[config.mk]
export PLATFORM = sky130hd
export DESIGN_NAME = tpg_line_timing
export DESIGN_NICKNAME = d
export VERILOG_FILES = /design/src/rtl/tpg_pkg.sv /design/src/rtl/tpg_byte_pattern.sv /design/src/rtl/tpg_line_timing.sv /design/src/rtl/tpg_period_timer.sv
export VERILOG_INCLUDE_DIRS = /design/src /design/src/rtl
export SDC_FILE = /design/constraint.sdc
export NUM_CORES = 1
export LEC_CHECK = 0
export ABC_AREA = 1
export ABC_CLOCK_PERIOD_IN_PS = 17500
export BUFFER_PORTS_ARGS = -buffer_cell sky130_fd_sc_hd__buf_2
export CELL_PAD_IN_SITES_DETAIL_PLACEMENT = 0
export CELL_PAD_IN_SITES_GLOBAL_PLACEMENT = 1
export CORE_UTILIZATION = 44
export CTS_BUF_LIST = sky130_fd_sc_hd__clkbuf_4
export DETAILED_ROUTE_END_ITERATION = 8
export HOLD_SLACK_MARGIN = 0.03
export PLACE_DENSITY_LB_ADDON = 0.1
export SLEW_MARGIN = 20
export SYNTH_ARGS = -nofsm -noshare
export SYNTH_HDL_FRONTEND = slang
export SYNTH_HIERARCHICAL = 1
export SYNTH_SLANG_ARGS = --single-unit
[constraint.sdc]
create_clock -name i_ref_clk -period 17.5 [get_ports i_ref_clk]
set_input_delay 1.75 -clock i_ref_clk [delete_from_list [all_inputs] [get_ports i_ref_clk]]
set_output_delay 1.75 -clock i_ref_clk [all_outputs]
set_load 0.01 [all_outputs]
[src/rtl/tpg_defs.svh]
// Offsets, reset values and timing counts of the test-pattern timing slice
`ifndef TPG_DEFS_SVH
`define TPG_DEFS_SVH

// Indirect register page that holds the generator registers
`define TPG_PAGE 8'h00

// Register offsets within the page
`define TPG_OFS_LINE_PD_HI 8'h0C
`define TPG_OFS_LINE_PD_LO 8'h0D
`define TPG_OFS_BACK_PORCH 8'h0E
`define TPG_OFS_FRONT_PORCH 8'h0F
`define TPG_OFS_COLOR_ZERO 8'h10
`define TPG_OFS_COLOR_ONE 8'h11

// Line period tick and default line time (31.75 us)
`define TPG_TICK_NS 32'h0000_000A
`define TPG_LINE_TIME_NS 32'h0000_7C06
`define TPG_LINE_PD_RESET (`TPG_LINE_TIME_NS / `TPG_TICK_NS)

// Reset values
`define TPG_RST_LINE_PD_HI 8'h0C
`define TPG_RST_LINE_PD_LO (`TPG_LINE_PD_RESET & 32'h0000_00FF)
`define TPG_RST_BACK_PORCH 8'h21
`define TPG_RST_FRONT_PORCH 8'h0A
`define TPG_RST_COLOR_ZERO 8'hAA
`define TPG_RST_COLOR_ONE 8'h33

// Clock period 25 ns in ps; the timer counts half ticks (5 ns)
`define TPG_CLK_PS 32'h0000_61A8
`define TPG_HALF_TICKS_PER_CLK ((`TPG_CLK_PS * 32'h2) / (`TPG_TICK_NS * 32'h3E8))

// Pattern configuration byte fields
`define TPG_CFG_FIXED_BIT 7
`define TPG_CFG_BARS_HI 5
`define TPG_CFG_BARS_LO 4
`define TPG_CFG_CHUNK_HI 3
`define TPG_CFG_CHUNK_LO 0

`endif

[src/rtl/tpg_pkg.sv]
// Types shared by the test-pattern timing slice
package tpg_pkg;

    typedef enum logic [4:0] {
        TPG_ST_IDLE = 5'h01,
        TPG_ST_BACK = 5'h02,
        TPG_ST_ACTIVE = 5'h04,
        TPG_ST_FRONT = 5'h08,
        TPG_ST_TAIL = 5'h10
    } tpg_state_t;

    // Pattern select byte
    typedef struct packed {
        logic fixed_pattern_select;
        logic reserved;
        logic [1:0] bar_count_code;
        logic [3:0] chunk_len;
    } tpg_pattern_cfg_t;

    // Frame and line events
    typedef struct packed {
        logic frame_start;
        logic frame_end;
        logic line_start;
        logic line_active;
        logic line_blank;
    } tpg_frame_flags_t;

endpackage : tpg_pkg

[src/rtl/tpg_byte_pattern.sv]
// Byte stream of one active line: color bars or repeating fixed chunk
`timescale 1ns/1ps
`default_nettype none
`include "tpg_defs.svh"

module tpg_byte_pattern (
    input wire logic i_ref_clk, // System clock
    input wire logic i_rst, // Synchronous reset
    input wire logic i_line_start, // Active line begins
    input wire logic [15:0] i_line_size, // Bytes per active line
    input wire logic [15:0] i_bar_size, // Bytes per bar but the last
    input wire tpg_pkg::tpg_pattern_cfg_t i_cfg, // Pattern select byte
    input wire logic [14:0][7:0] i_colors, // Color bytes 0 to 14
    output logic o_valid, // Byte valid
    output logic [7:0] o_data // Pattern byte
);

    logic [15:0] remain_q;
    logic [15:0] bar_cnt_q;
    logic [2:0] bar_idx_q;
    logic [3:0] chunk_idx_q;
    logic [2:0] last_bar;
    logic [3:0] chunk_len;
    logic [7:0] color_now;

    always_comb
    begin
        last_bar = 3'h0;
        case (i_cfg.bar_count_code)
            2'h0: last_bar = 3'h0;
            2'h1: last_bar = 3'h1;
            2'h2: last_bar = 3'h3;
            2'h3: last_bar = 3'h7;
            default: last_bar = 3'h0;
        endcase
        chunk_len = i_cfg.chunk_len;
        if (chunk_len == 4'h0)
        begin
            chunk_len = 4'h1;
        end
        if (i_cfg.fixed_pattern_select)
        begin
            color_now = i_colors[chunk_idx_q];
        end
        else
        begin
            color_now = i_colors[{1'b0, bar_idx_q}];
        end
    end

    always_ff @(posedge i_ref_clk)
    begin
        if (i_rst)
        begin
            remain_q <= 16'h0000;
            bar_cnt_q <= 16'h0000;
            bar_idx_q <= 3'h0;
            chunk_idx_q <= 4'h0;
        end
        else if (i_line_start)
        begin
            remain_q <= i_line_size;
            bar_cnt_q <= 16'h0000;
            bar_idx_q <= 3'h0;
            chunk_idx_q <= 4'h0;
        end
        else if (remain_q != 16'h0000)
        begin
            remain_q <= remain_q - 16'h0001;
            // Last bar takes whatever bytes remain
            if (bar_cnt_q + 16'h0001 == i_bar_size && bar_idx_q < last_bar)
            begin
                bar_cnt_q <= 16'h0000;
                bar_idx_q <= bar_idx_q + 3'h1;
            end
            else
            begin
                bar_cnt_q <= bar_cnt_q + 16'h0001;
            end
            if (chunk_idx_q + 4'h1 >= chunk_len)
            begin
                chunk_idx_q <= 4'h0;
            end
            else
            begin
                chunk_idx_q <= chunk_idx_q + 4'h1;
            end
        end
    end

    always_ff @(posedge i_ref_clk)
    begin
        if (i_rst)
        begin
            o_valid <= 1'b0;
            o_data <= 8'h00;
        end
        else
        begin
            o_valid <= (remain_q != 16'h0000) && !i_line_start;
            o_data <= color_now;
        end
    end

endmodule : tpg_byte_pattern
`default_nettype wire

[src/rtl/tpg_line_timing.sv]
// Test-pattern line timing, vertical porches and color registers
//
// Function
// Line period: 16 bits of 10 ns ticks
// Reset line period is 31.75 us
// Back porch blank lines follow frame start
// Front porch blank lines precede frame end
// Bar 0 and bar 1 use color registers
// Fixed pattern bytes one, two from colors
// Porch lines are blank, carry no video
// Bit 7 picks bars or fixed pattern
// Bar code selects 1, 2, 4, 8 bars
// Chunk length 1 to 15 bytes
// Total lines include blanking and active lines
// Every line starts at period expiry
`timescale 1ns/1ps
`default_nettype none
`include "tpg_defs.svh"

module tpg_line_timing (
    input wire logic i_ref_clk, // 40 MHz system clock
    input wire logic i_rst, // Synchronous reset, active high
    input wire logic [7:0] i_reg_page, // Indirect page select
    input wire logic [7:0] i_reg_addr, // Register offset in page
    input wire logic i_reg_wr, // Write strobe
    input wire logic [7:0] i_reg_wdata, // Write data
    input wire logic i_reg_rd, // Read strobe
    output logic [7:0] o_reg_rdata, // Read data, next cycle
    output logic o_reg_rvalid, // Read data valid pulse
    input wire logic i_gen_enable, // Generator on
    input wire tpg_pkg::tpg_pattern_cfg_t i_pattern_cfg, // Pattern select
    input wire logic [15:0] i_frame_active_line_count, // Active lines
    input wire logic [15:0] i_frame_total_line_count, // Total lines
    input wire logic [15:0] i_line_size, // Active bytes per line
    input wire logic [15:0] i_bar_size, // Bytes per bar
    input wire logic [12:0][7:0] i_upper_colors, // Color bytes 2 to 14
    output tpg_pkg::tpg_frame_flags_t o_frame_flags, // Frame events
    output logic [15:0] o_line_index, // Line within frame
    output logic o_byte_valid, // Pattern byte valid
    output logic [7:0] o_byte_data // Pattern byte
);

    logic [7:0] line_pd_hi_q;
    logic [7:0] line_pd_lo_q;
    logic [7:0] back_porch_line_count_q;
    logic [7:0] front_porch_line_count_q;
    logic [7:0] color_value_zero_q;
    logic [7:0] color_value_one_q;

    logic page_hit;
    logic [15:0] line_period_ticks;
    logic line_tick;

    tpg_pkg::tpg_state_t state_q;
    tpg_pkg::tpg_state_t state_d;
    logic [15:0] line_idx_q;
    logic [15:0] line_idx_d;
    logic [16:0] active_begin;
    logic [16:0] front_begin;
    logic [16:0] tail_begin;
    logic [16:0] frame_len;
    logic [16:0] next_line;
    logic stay_idle;
    logic active_start;

    logic [14:0][7:0] colors;

    // Register access
    assign page_hit = (i_reg_page == `TPG_PAGE);
    assign line_period_ticks = {line_pd_hi_q, line_pd_lo_q};

    always_ff @(posedge i_ref_clk)
    begin
        if (i_rst)
        begin
            line_pd_hi_q <= `TPG_RST_LINE_PD_HI;
            line_pd_lo_q <= 8'(`TPG_RST_LINE_PD_LO);
            back_porch_line_count_q <= `TPG_RST_BACK_PORCH;
            front_porch_line_count_q <= `TPG_RST_FRONT_PORCH;
            color_value_zero_q <= `TPG_RST_COLOR_ZERO;
            color_value_one_q <= `TPG_RST_COLOR_ONE;
        end
        else if (i_reg_wr && page_hit)
        begin
            case (i_reg_addr)
                `TPG_OFS_LINE_PD_HI: line_pd_hi_q <= i_reg_wdata;
                `TPG_OFS_LINE_PD_LO: line_pd_lo_q <= i_reg_wdata;
                `TPG_OFS_BACK_PORCH: back_porch_line_count_q <= i_reg_wdata;
                `TPG_OFS_FRONT_PORCH: front_porch_line_count_q <= i_reg_wdata;
                `TPG_OFS_COLOR_ZERO: color_value_zero_q <= i_reg_wdata;
                `TPG_OFS_COLOR_ONE: color_value_one_q <= i_reg_wdata;
                default: ;
            endcase
        end
    end

    // Read data registered; other offsets read zero
    always_ff @(posedge i_ref_clk)
    begin
        if (i_rst)
        begin
            o_reg_rdata <= 8'h00;
            o_reg_rvalid <= 1'b0;
        end
        else
        begin
            o_reg_rvalid <= i_reg_rd;
            o_reg_rdata <= 8'h00;
            if (i_reg_rd && page_hit)
            begin
                case (i_reg_addr)
                    `TPG_OFS_LINE_PD_HI: o_reg_rdata <= line_pd_hi_q;
                    `TPG_OFS_LINE_PD_LO: o_reg_rdata <= line_pd_lo_q;
                    `TPG_OFS_BACK_PORCH: o_reg_rdata <= back_porch_line_count_q;
                    `TPG_OFS_FRONT_PORCH:
                        o_reg_rdata <= front_porch_line_count_q;
                    `TPG_OFS_COLOR_ZERO: o_reg_rdata <= color_value_zero_q;
                    `TPG_OFS_COLOR_ONE: o_reg_rdata <= color_value_one_q;
                    default: o_reg_rdata <= 8'h00;
                endcase
            end
        end
    end

    tpg_period_timer u_timer (
        .i_ref_clk(i_ref_clk),
        .i_rst(i_rst),
        .i_line_period_ticks(line_period_ticks),
        .o_expire(line_tick)
    );

    // Frame layout: FS, back porch, active, front porch, FE, remaining blank
    always_comb
    begin
        active_begin = {9'h000, back_porch_line_count_q};
        front_begin = active_begin + {1'b0, i_frame_active_line_count};
        tail_begin = front_begin + {9'h000, front_porch_line_count_q};
        // Frame is never shorter than its blanking plus active lines
        frame_len = {1'b0, i_frame_total_line_count};
        if (frame_len < tail_begin + 17'h00001)
        begin
            frame_len = tail_begin + 17'h00001;
        end
        if (state_q == tpg_pkg::TPG_ST_IDLE)
        begin
            next_line = 17'h00000;
        end
        else if ({1'b0, line_idx_q} + 17'h00001 >= frame_len)
        begin
            next_line = 17'h00000;
        end
        else
        begin
            next_line = {1'b0, line_idx_q} + 17'h00001;
        end
        // New frame only starts while enabled
        stay_idle = (next_line == 17'h00000) && !i_gen_enable;
        line_idx_d = next_line[15:0];
        state_d = state_q;
        if (stay_idle)
        begin
            state_d = tpg_pkg::TPG_ST_IDLE;
        end
        else if (next_line < active_begin)
        begin
            state_d = tpg_pkg::TPG_ST_BACK;
        end
        else if (next_line < front_begin)
        begin
            state_d = tpg_pkg::TPG_ST_ACTIVE;
        end
        else if (next_line < tail_begin)
        begin
            state_d = tpg_pkg::TPG_ST_FRONT;
        end
        else
        begin
            state_d = tpg_pkg::TPG_ST_TAIL;
        end
        active_start = line_tick && (state_d == tpg_pkg::TPG_ST_ACTIVE);
    end

    // Line sequencer advances only on period expiry
    always_ff @(posedge i_ref_clk)
    begin
        if (i_rst)
        begin
            state_q <= tpg_pkg::TPG_ST_IDLE;
            line_idx_q <= 16'h0000;
        end
        else if (line_tick)
        begin
            state_q <= state_d;
            line_idx_q <= line_idx_d;
        end
    end

    // Event pulses and line levels
    always_ff @(posedge i_ref_clk)
    begin
        if (i_rst)
        begin
            o_frame_flags <= '0;
            o_line_index <= 16'h0000;
        end
        else
        begin
            o_frame_flags.frame_start <= 1'b0;
            o_frame_flags.frame_end <= 1'b0;
            o_frame_flags.line_start <= 1'b0;
            if (line_tick)
            begin
                o_line_index <= line_idx_d;
                o_frame_flags.line_start <= !stay_idle;
                o_frame_flags.frame_start <= !stay_idle
                    && (next_line == 17'h00000);
                o_frame_flags.frame_end <= !stay_idle
                    && (next_line == tail_begin);
                o_frame_flags.line_active <=
                    (state_d == tpg_pkg::TPG_ST_ACTIVE);
                o_frame_flags.line_blank <= !stay_idle
                    && (state_d != tpg_pkg::TPG_ST_ACTIVE);
            end
        end
    end

    assign colors = {i_upper_colors, color_value_one_q, color_value_zero_q};

    tpg_byte_pattern u_pattern (
        .i_ref_clk(i_ref_clk),
        .i_rst(i_rst),
        .i_line_start(active_start),
        .i_line_size(i_line_size),
        .i_bar_size(i_bar_size),
        .i_cfg(i_pattern_cfg),
        .i_colors(colors),
        .o_valid(o_byte_valid),
        .o_data(o_byte_data)
    );

endmodule : tpg_line_timing
`default_nettype wire

[src/rtl/tpg_period_timer.sv]
// Line period timer counting 5 ns half ticks on the 25 ns clock
`timescale 1ns/1ps
`default_nettype none
`include "tpg_defs.svh"

module tpg_period_timer (
    input wire logic i_ref_clk, // System clock
    input wire logic i_rst, // Synchronous reset
    input wire logic [15:0] i_line_period_ticks, // Period in 10 ns ticks
    output logic o_expire // One-cycle line boundary pulse
);

    localparam logic [17:0] STEP = 18'(`TPG_HALF_TICKS_PER_CLK);

    logic [17:0] acc_q;
    logic [17:0] acc_sum;
    logic [17:0] target;

    // Zero period behaves as one tick
    always_comb
    begin
        target = {1'b0, i_line_period_ticks, 1'b0};
        if (i_line_period_ticks == 16'h0000)
        begin
            target = 18'h00002;
        end
        acc_sum = acc_q + STEP;
    end

    // Remainder carried so the mean period is exact in 10 ns units
    always_ff @(posedge i_ref_clk)
    begin
        if (i_rst)
        begin
            acc_q <= 18'h00000;
            o_expire <= 1'b0;
        end
        else if (acc_sum >= target)
        begin
            acc_q <= acc_sum - target;
            o_expire <= 1'b1;
        end
        else
        begin
            acc_q <= acc_sum;
            o_expire <= 1'b0;
        end
    end

endmodule : tpg_period_timer
`default_nettype wire

# Word level (Yosys, flattened, before mapping)
# Index checks and enable logic that the tools add are counted.
dict set report word_totals {
  inputBits 205
  register_bits 150
  out_inout_bits 39
  wordCells 110
}
dict set report op_classes {
  addsub 10
  eq_ne 14
  magnitude_cmp 10
  n_mux 22
  n_reduce_logical 29
  bitwise_logic 2
}
# cell n
set op_table {}
lappend op_table {{$mux 17} 4}
lappend op_table {{$mux 16} 3}
lappend op_table {{$pmux 8 s6} 1}
lappend op_table {{$lt 17x17->1} 2}
lappend op_table {{$bmux 8 s4} 1}
lappend op_table {{$eq 8x4->1 const B} 4}
lappend op_table {{$bmux 8 s3} 1}
lappend op_table {{$mux 8} 3}
lappend op_table {{$mux 5} 4}
lappend op_table {{$add 18x3->18 const B} 1}
lappend op_table {{$ge 18x17->1} 1}
lappend op_table {{$mux 18} 1}
lappend op_table {{$sub 18x17->18} 1}
lappend op_table {{$add 16x1->17 const B} 1}
lappend op_table {{$add 17x1->17 const B} 1}
lappend op_table {{$add 17x8->17} 1}
lappend op_table {{$add 8x16->17} 1}
lappend op_table {{$eq 17x17->1} 1}
lappend op_table {{$ge 17x17->1} 1}
lappend op_table {{$logic_not 17->1} 1}
lappend op_table {{$lt 16x17->1} 1}
lappend op_table {{$lt 17x8->1} 1}
lappend op_table {{$add 16x1->16 const B} 1}
lappend op_table {{$eq 16x16->1} 1}
lappend op_table {{other kinds (27)} 49}

# Longest topological paths before layout
dict set report logic_depth {
  depth_word 17
  mapped_depth 67
  ltp_nobuf 64
}

# Modules after synthesis
# The synthesis kept the hierarchy.
# mod area_per_inst_um2 instances cells_each
set by_module_without_submodules {}
lappend by_module_without_submodules {tpg_line_timing 7373.3 1 1125}
lappend by_module_without_submodules {tpg_byte_pattern 4809.6 1 827}
lappend by_module_without_submodules {tpg_period_timer 2290.9 1 381}

# Worst setup path before layout
# Ideal clock, no wire load.
dict set report synth_timing {
  kind {in2reg}
  startpoint {in i_frame_active_line_count[0]}
  endpoint {reg u_pattern.bar_cnt_q[10]}
  path_slack_ps 8118
  setup_ps 109
  path_buffers 4
  t_arrival_ps 9273
  path_stages 57
  required_ps 17391
  cell_sequence {ha_1 > inv_1 > fa_1 > nand3b_1 > nand2_1 > nand2_1 > nand2_1 > xor2_1 > ha_1 > a21o_1 > nor2_1 > nand2_2 > xnor2_1 > nor2_2 > nand2_2 > nor2_4 > nand3_4 > xor2_1 > (+21 left out) > clkbuf_1 > nand2_1 > inv_1 > ha_1 > a21oi_1 > nor2_1 > or2_2 > a221oi_1 > nand2_1 > a21oi_1 > nand3_1 > nor2_1 > nor2_1 > inv_1 > clkbuf_1 > a21oi_1 > nand3_2 > inv_1}
}
dict set report synth_via {
  elab_chain_cells 16
  elab_cells_between_ends 20
}
# item line_no
set synth_rtl {}
lappend synth_rtl {{start, declared} tpg_line_timing.sv:32} ;# input wire logic [15:0] i_frame_active_line_count,
lappend synth_rtl {{$add 8x16->17 *} tpg_line_timing.sv:136} ;# front_begin = active_begin + {1'b0, i_frame_active_line_count};
lappend synth_rtl {{$add 17x8->17 *} tpg_line_timing.sv:137} ;# tail_begin = front_begin + {9'h000, front_porch_line_count_q};
lappend synth_rtl {{$add 17x1->17 *} {tpg_line_timing.sv:140, tpg_line_timing.sv:142}}
lappend synth_rtl {{$lt 16x17->1} tpg_line_timing.sv:140} ;# if (frame_len < tail_begin + 17'h00001)
lappend synth_rtl {{$mux 17 *} tpg_line_timing.sv:140}
lappend synth_rtl {{$ge 17x17->1 *} tpg_line_timing.sv:148} ;# else if ({1'b0, line_idx_q} + 17'h00001 >= frame_len)
lappend synth_rtl {{$mux 17 *} tpg_line_timing.sv:148}
lappend synth_rtl {{$mux 17 *} tpg_line_timing.sv:144} ;# if (state_q == tpg_pkg::TPG_ST_IDLE)
lappend synth_rtl {{net next_line[14]} tpg_line_timing.sv:62} ;# logic [16:0] next_line;
lappend synth_rtl {{(+1 left out)} -}
lappend synth_rtl {{$mux 5} tpg_line_timing.sv:172} ;# else if (next_line < tail_begin)
lappend synth_rtl {{$mux 5} tpg_line_timing.sv:168} ;# else if (next_line < front_begin)
lappend synth_rtl {{$mux 5} tpg_line_timing.sv:164} ;# else if (next_line < active_begin)
lappend synth_rtl {{$mux 5 *} tpg_line_timing.sv:160} ;# if (stay_idle)
lappend synth_rtl {{$eq 5x3->1 *} tpg_line_timing.sv:180} ;# active_start = line_tick && (state_d == tpg_pkg::TPG_ST_ACTIVE);
lappend synth_rtl {{$logic_and 1x1->1 *} tpg_line_timing.sv:180}
lappend synth_rtl {{net active_start} tpg_line_timing.sv:64} ;# logic active_start;
lappend synth_rtl {{$reduce_or 2->1 (no line) *} -}
lappend synth_rtl {{end signal, assigned} tpg_byte_pattern.sv:78} ;# bar_cnt_q <= bar_cnt_q + 16'h0001;
lappend synth_rtl {{end, declared} tpg_byte_pattern.sv:19} ;# logic [15:0] bar_cnt_q;
# The timed path passes the listed nets; every way through them passes the cells marked *.
# A chain may end at the register's enable or synchronous reset.

# Worst setup path after layout
dict set report layout_timing {
  startpoint {in i_frame_active_line_count[0]}
  endpoint {reg u_pattern.remain_q[14]}
}
dict set report layout_via {
  elab_chain_cells 16
  elab_cells_between_ends 21
}
# item line_no
set layout_rtl {}
lappend layout_rtl {{$add 8x16->17 *} tpg_line_timing.sv:136}
lappend layout_rtl {{$add 17x8->17 *} tpg_line_timing.sv:137}
lappend layout_rtl {{$add 17x1->17 *} {tpg_line_timing.sv:140, tpg_line_timing.sv:142}}
lappend layout_rtl {{$lt 16x17->1} tpg_line_timing.sv:140}
lappend layout_rtl {{$mux 17 *} tpg_line_timing.sv:140}
lappend layout_rtl {{$ge 17x17->1 *} tpg_line_timing.sv:148}
lappend layout_rtl {{$mux 17 *} tpg_line_timing.sv:148}
lappend layout_rtl {{$mux 17 *} tpg_line_timing.sv:144}
lappend layout_rtl {{net next_line[14]} tpg_line_timing.sv:62}
lappend layout_rtl {{(+1 left out)} -}
lappend layout_rtl {{$mux 5} tpg_line_timing.sv:172}
lappend layout_rtl {{$mux 5} tpg_line_timing.sv:168}
lappend layout_rtl {{$mux 5} tpg_line_timing.sv:164}
lappend layout_rtl {{$mux 5 *} tpg_line_timing.sv:160}
lappend layout_rtl {{$eq 5x3->1 *} tpg_line_timing.sv:180}
lappend layout_rtl {{$logic_and 1x1->1 *} tpg_line_timing.sv:180}
lappend layout_rtl {{net active_start} tpg_line_timing.sv:64}
lappend layout_rtl {{$mux 16 or $reduce_bool 2->1 (tied branches)} -}
lappend layout_rtl {{end signal, assigned} tpg_byte_pattern.sv:62} ;# remain_q <= i_line_size;
lappend layout_rtl {{end signal, assigned} tpg_byte_pattern.sv:69} ;# remain_q <= remain_q - 16'h0001;
lappend layout_rtl {{end, declared} tpg_byte_pattern.sv:18} ;# logic [15:0] remain_q;
# Marks and branches as above.

==> run metrics <==
hold buffers post-CTS 0; VDD IR-drop max 0.0656 mV; commonest non-fill, non-tap cell in the layout nand2_1; routed wire length 47.5 mm; Sink Count 150; critical path's largest stage delay 0.50 ns; Worst Slack Setup Final slightly below 7 ns; GPL Wtd Cong about 0.92; area of the multi-input gates 9830 um2; Synth cell types 57; period utilisation layout 0.610; setup TNS 0 ns; All-Layer GR Usage 0.284; Ys Warns 6; min cycle time layout between 10 and 15 ns; clock skew 0.0293 ns; Synth Cell Area 14500 um2; routed len/inst about 16 um; Initial Util 0.446; run status completed; FP Rows 66; critical path startpoint category input pin; CORE AREA about 32000 um2; Slew Limit Fails 0; Async SR Flop Fraction 0; number of enable flip-flop cells after synthesis 0; pin count of the biggest net entering global routing 51; Syn Inst Count 2333; dpl ws 6.21 ns; fin nets 2867; CP max-delay cell inv_1; Leak 8.56 nW; post-synthesis average cell area 6.20 um2; Worst EP arrival 11.19 ns; clock transition at the registers of the reported paths between 0.1 and 0.15 ns; Peak Freq 0.0937 GHz; Die Ht 183 um; fillers 3483; Ports 244; critical path class input pin to register; post-DP HPWL ~38 mm; RSZ-0062 raised after global routing no; Net Count, Synth between 2000 and 3000; post-layout util 0.503; Post-DRT Antenna Nets 0; TritonCTS clock tree done; Num CTS Buffers 17; number of detailed-route iterations in the first pass 5; H-tree levels 4; post-cts gate resize count 0; Avg Vias per Cell 5.26; drc violations 0; Final Hold Viols 0; Register Area approximately 3000 um2; Synth Register Bits 150; R2R Setup Slk 7.69 ns; WP data required 18.02 ns; most frequent cells in the layout nand2_1, inv_1, buf_2; Most common cell on crit path nand2_1; Tot Pwr 1.59 mW; P per Cell Area 97.6 nW/um2; delay-heaviest family, CP simple AND/OR/NAND/NOR gates; layout cells sized above 1 0.163; P&R area growth vs syn 12.7%; 1st-iter DRT viols 1056; worst path bufs/invs 8; sequential fraction of the synthesis area 0.207; Worst slew margin 0.254; clk buf depth 2; Worst-Skew Late Latency 0.62 ns; Via Count approximately 16000; Synth Flop Type dfxtp_1; vias in the first global route 14700; first-pass GRT wire length roughly 75 mm; CP Max Fanout 30; setup violators final 0; port bufs 242; max_cap viols 0; initial antenna violation count 9; Die Wd 183 um; GRT overflow 0; Least-Margin Pin Slew between 1 and 1.5 ns; HP Class register to register; Root Buffer clkbuf_4; die footprint between 30000 and 40000 um2; Post-CTS Setup Bufs 0; CP Capture Type register
==> worst reg2reg max path, delay by kind of cell, from the launching register on <==
kind | cells | cell delay [ns]
adder cells (fa/ha/maj) | 6 | 1.81
flip-flops | 1 | 0.38
AO/OA/AOI/OAI | 7 | 1.31
buffers and inverters | 7 | 1.26
XOR/XNOR | 2 | 0.69
AND/OR/NAND/NOR | 34 | 4.25
==> cells by family (layout without fill, tap and decap cells) <==
family,after synthesis,in the layout,share of synthesized area
XOR/XNOR,59,59,0.0367
AND/OR/NAND/NOR,1163,1163,0.366
adder cells (fa/ha/maj),122,122,0.107
other,0,5,0
buffers and inverters,422,641,0.114
AO/OA/AOI/OAI,417,417,0.169
flip-flops,150,150,0.207
==> final timing paths <==
check,cells past startpoint,to,from
max reg2reg,56,u_pattern/remain_q[14],back_porch_line_count_q[0]
min,2,state_q[3],state_q[3]
min reg2reg,2,state_q[3],state_q[3]
max,57,u_pattern/remain_q[14],i_frame_active_line_count[0]
==> per-stage QoR <==
stage	hold WS [ns]	cells	area (um2)
CTS	0.469	2994	16300
detailed placement	0.448	2963	16000
global placement	0.441	2963	16000
floorplan	0.428	2333	14500
global route	0.485	2997	16300
finish	0.470	2999	16300
==> registers in the layout, indices dropped and copies added, names as in the netlist, 16 cells and up <==
register             cells
o_line_index            16
u_pattern/bar_cnt_q     16
u_timer/acc_q           18
u_pattern/remain_q      16
==> cells in the mapped netlist (11+ instances only) <==
cell type,instances,area [um2]
xnor2_1,11,96.3
nor2_1,191,717
ha_1,119,1490
clkbuf_1,43,161
o21ai_2,15,131
nor4_1,11,68.8
nand2_1,593,2230
nand2_2,30,188
nand3_2,17,170
o22ai_1,34,213
nor3_1,30,150
o211ai_1,20,150
a22oi_1,11,82.6
nand3b_1,14,105
a21oi_1,131,656
inv_1,345,1290
nor2_4,13,146
dfxtp_1,150,3000
o21ai_0,147,736
xor2_1,47,412
nand4_1,44,275
nor2_2,32,200
nand3_1,169,846
==> metal layers <==
layer,GRT usage,vias up,part of all wire
met3,0.0451,69,0.060
met2,0.468,480,0.45
met5,0,-,0.0011
met4,0.0960,8,0.025
li1,-,8101,-
met1,0.375,7104,0.46
==> where the power goes <==
group / internal (mW) / switching, mW
sequential: 0.401 / 0.0600
clock: 0.0992 / 0.138
combinational: 0.311 / 0.584
==> final cells by class <==
| class | instances | share of cell area |
|---|---|---|
| well taps | 442 | 0.0339 |
| clock buffers | 18 | 0.00828 |
| multi-input cells | 1761 | 0.602 |
| repair buffers | 251 | 0.0784 |
| flip-flops and latches | 150 | 0.184 |
| clock inverters | 13 | 0.00959 |
| diodes | 5 | 0.000767 |
| inverters | 359 | 0.0826 |
Power figures use the tool's default switching activity.
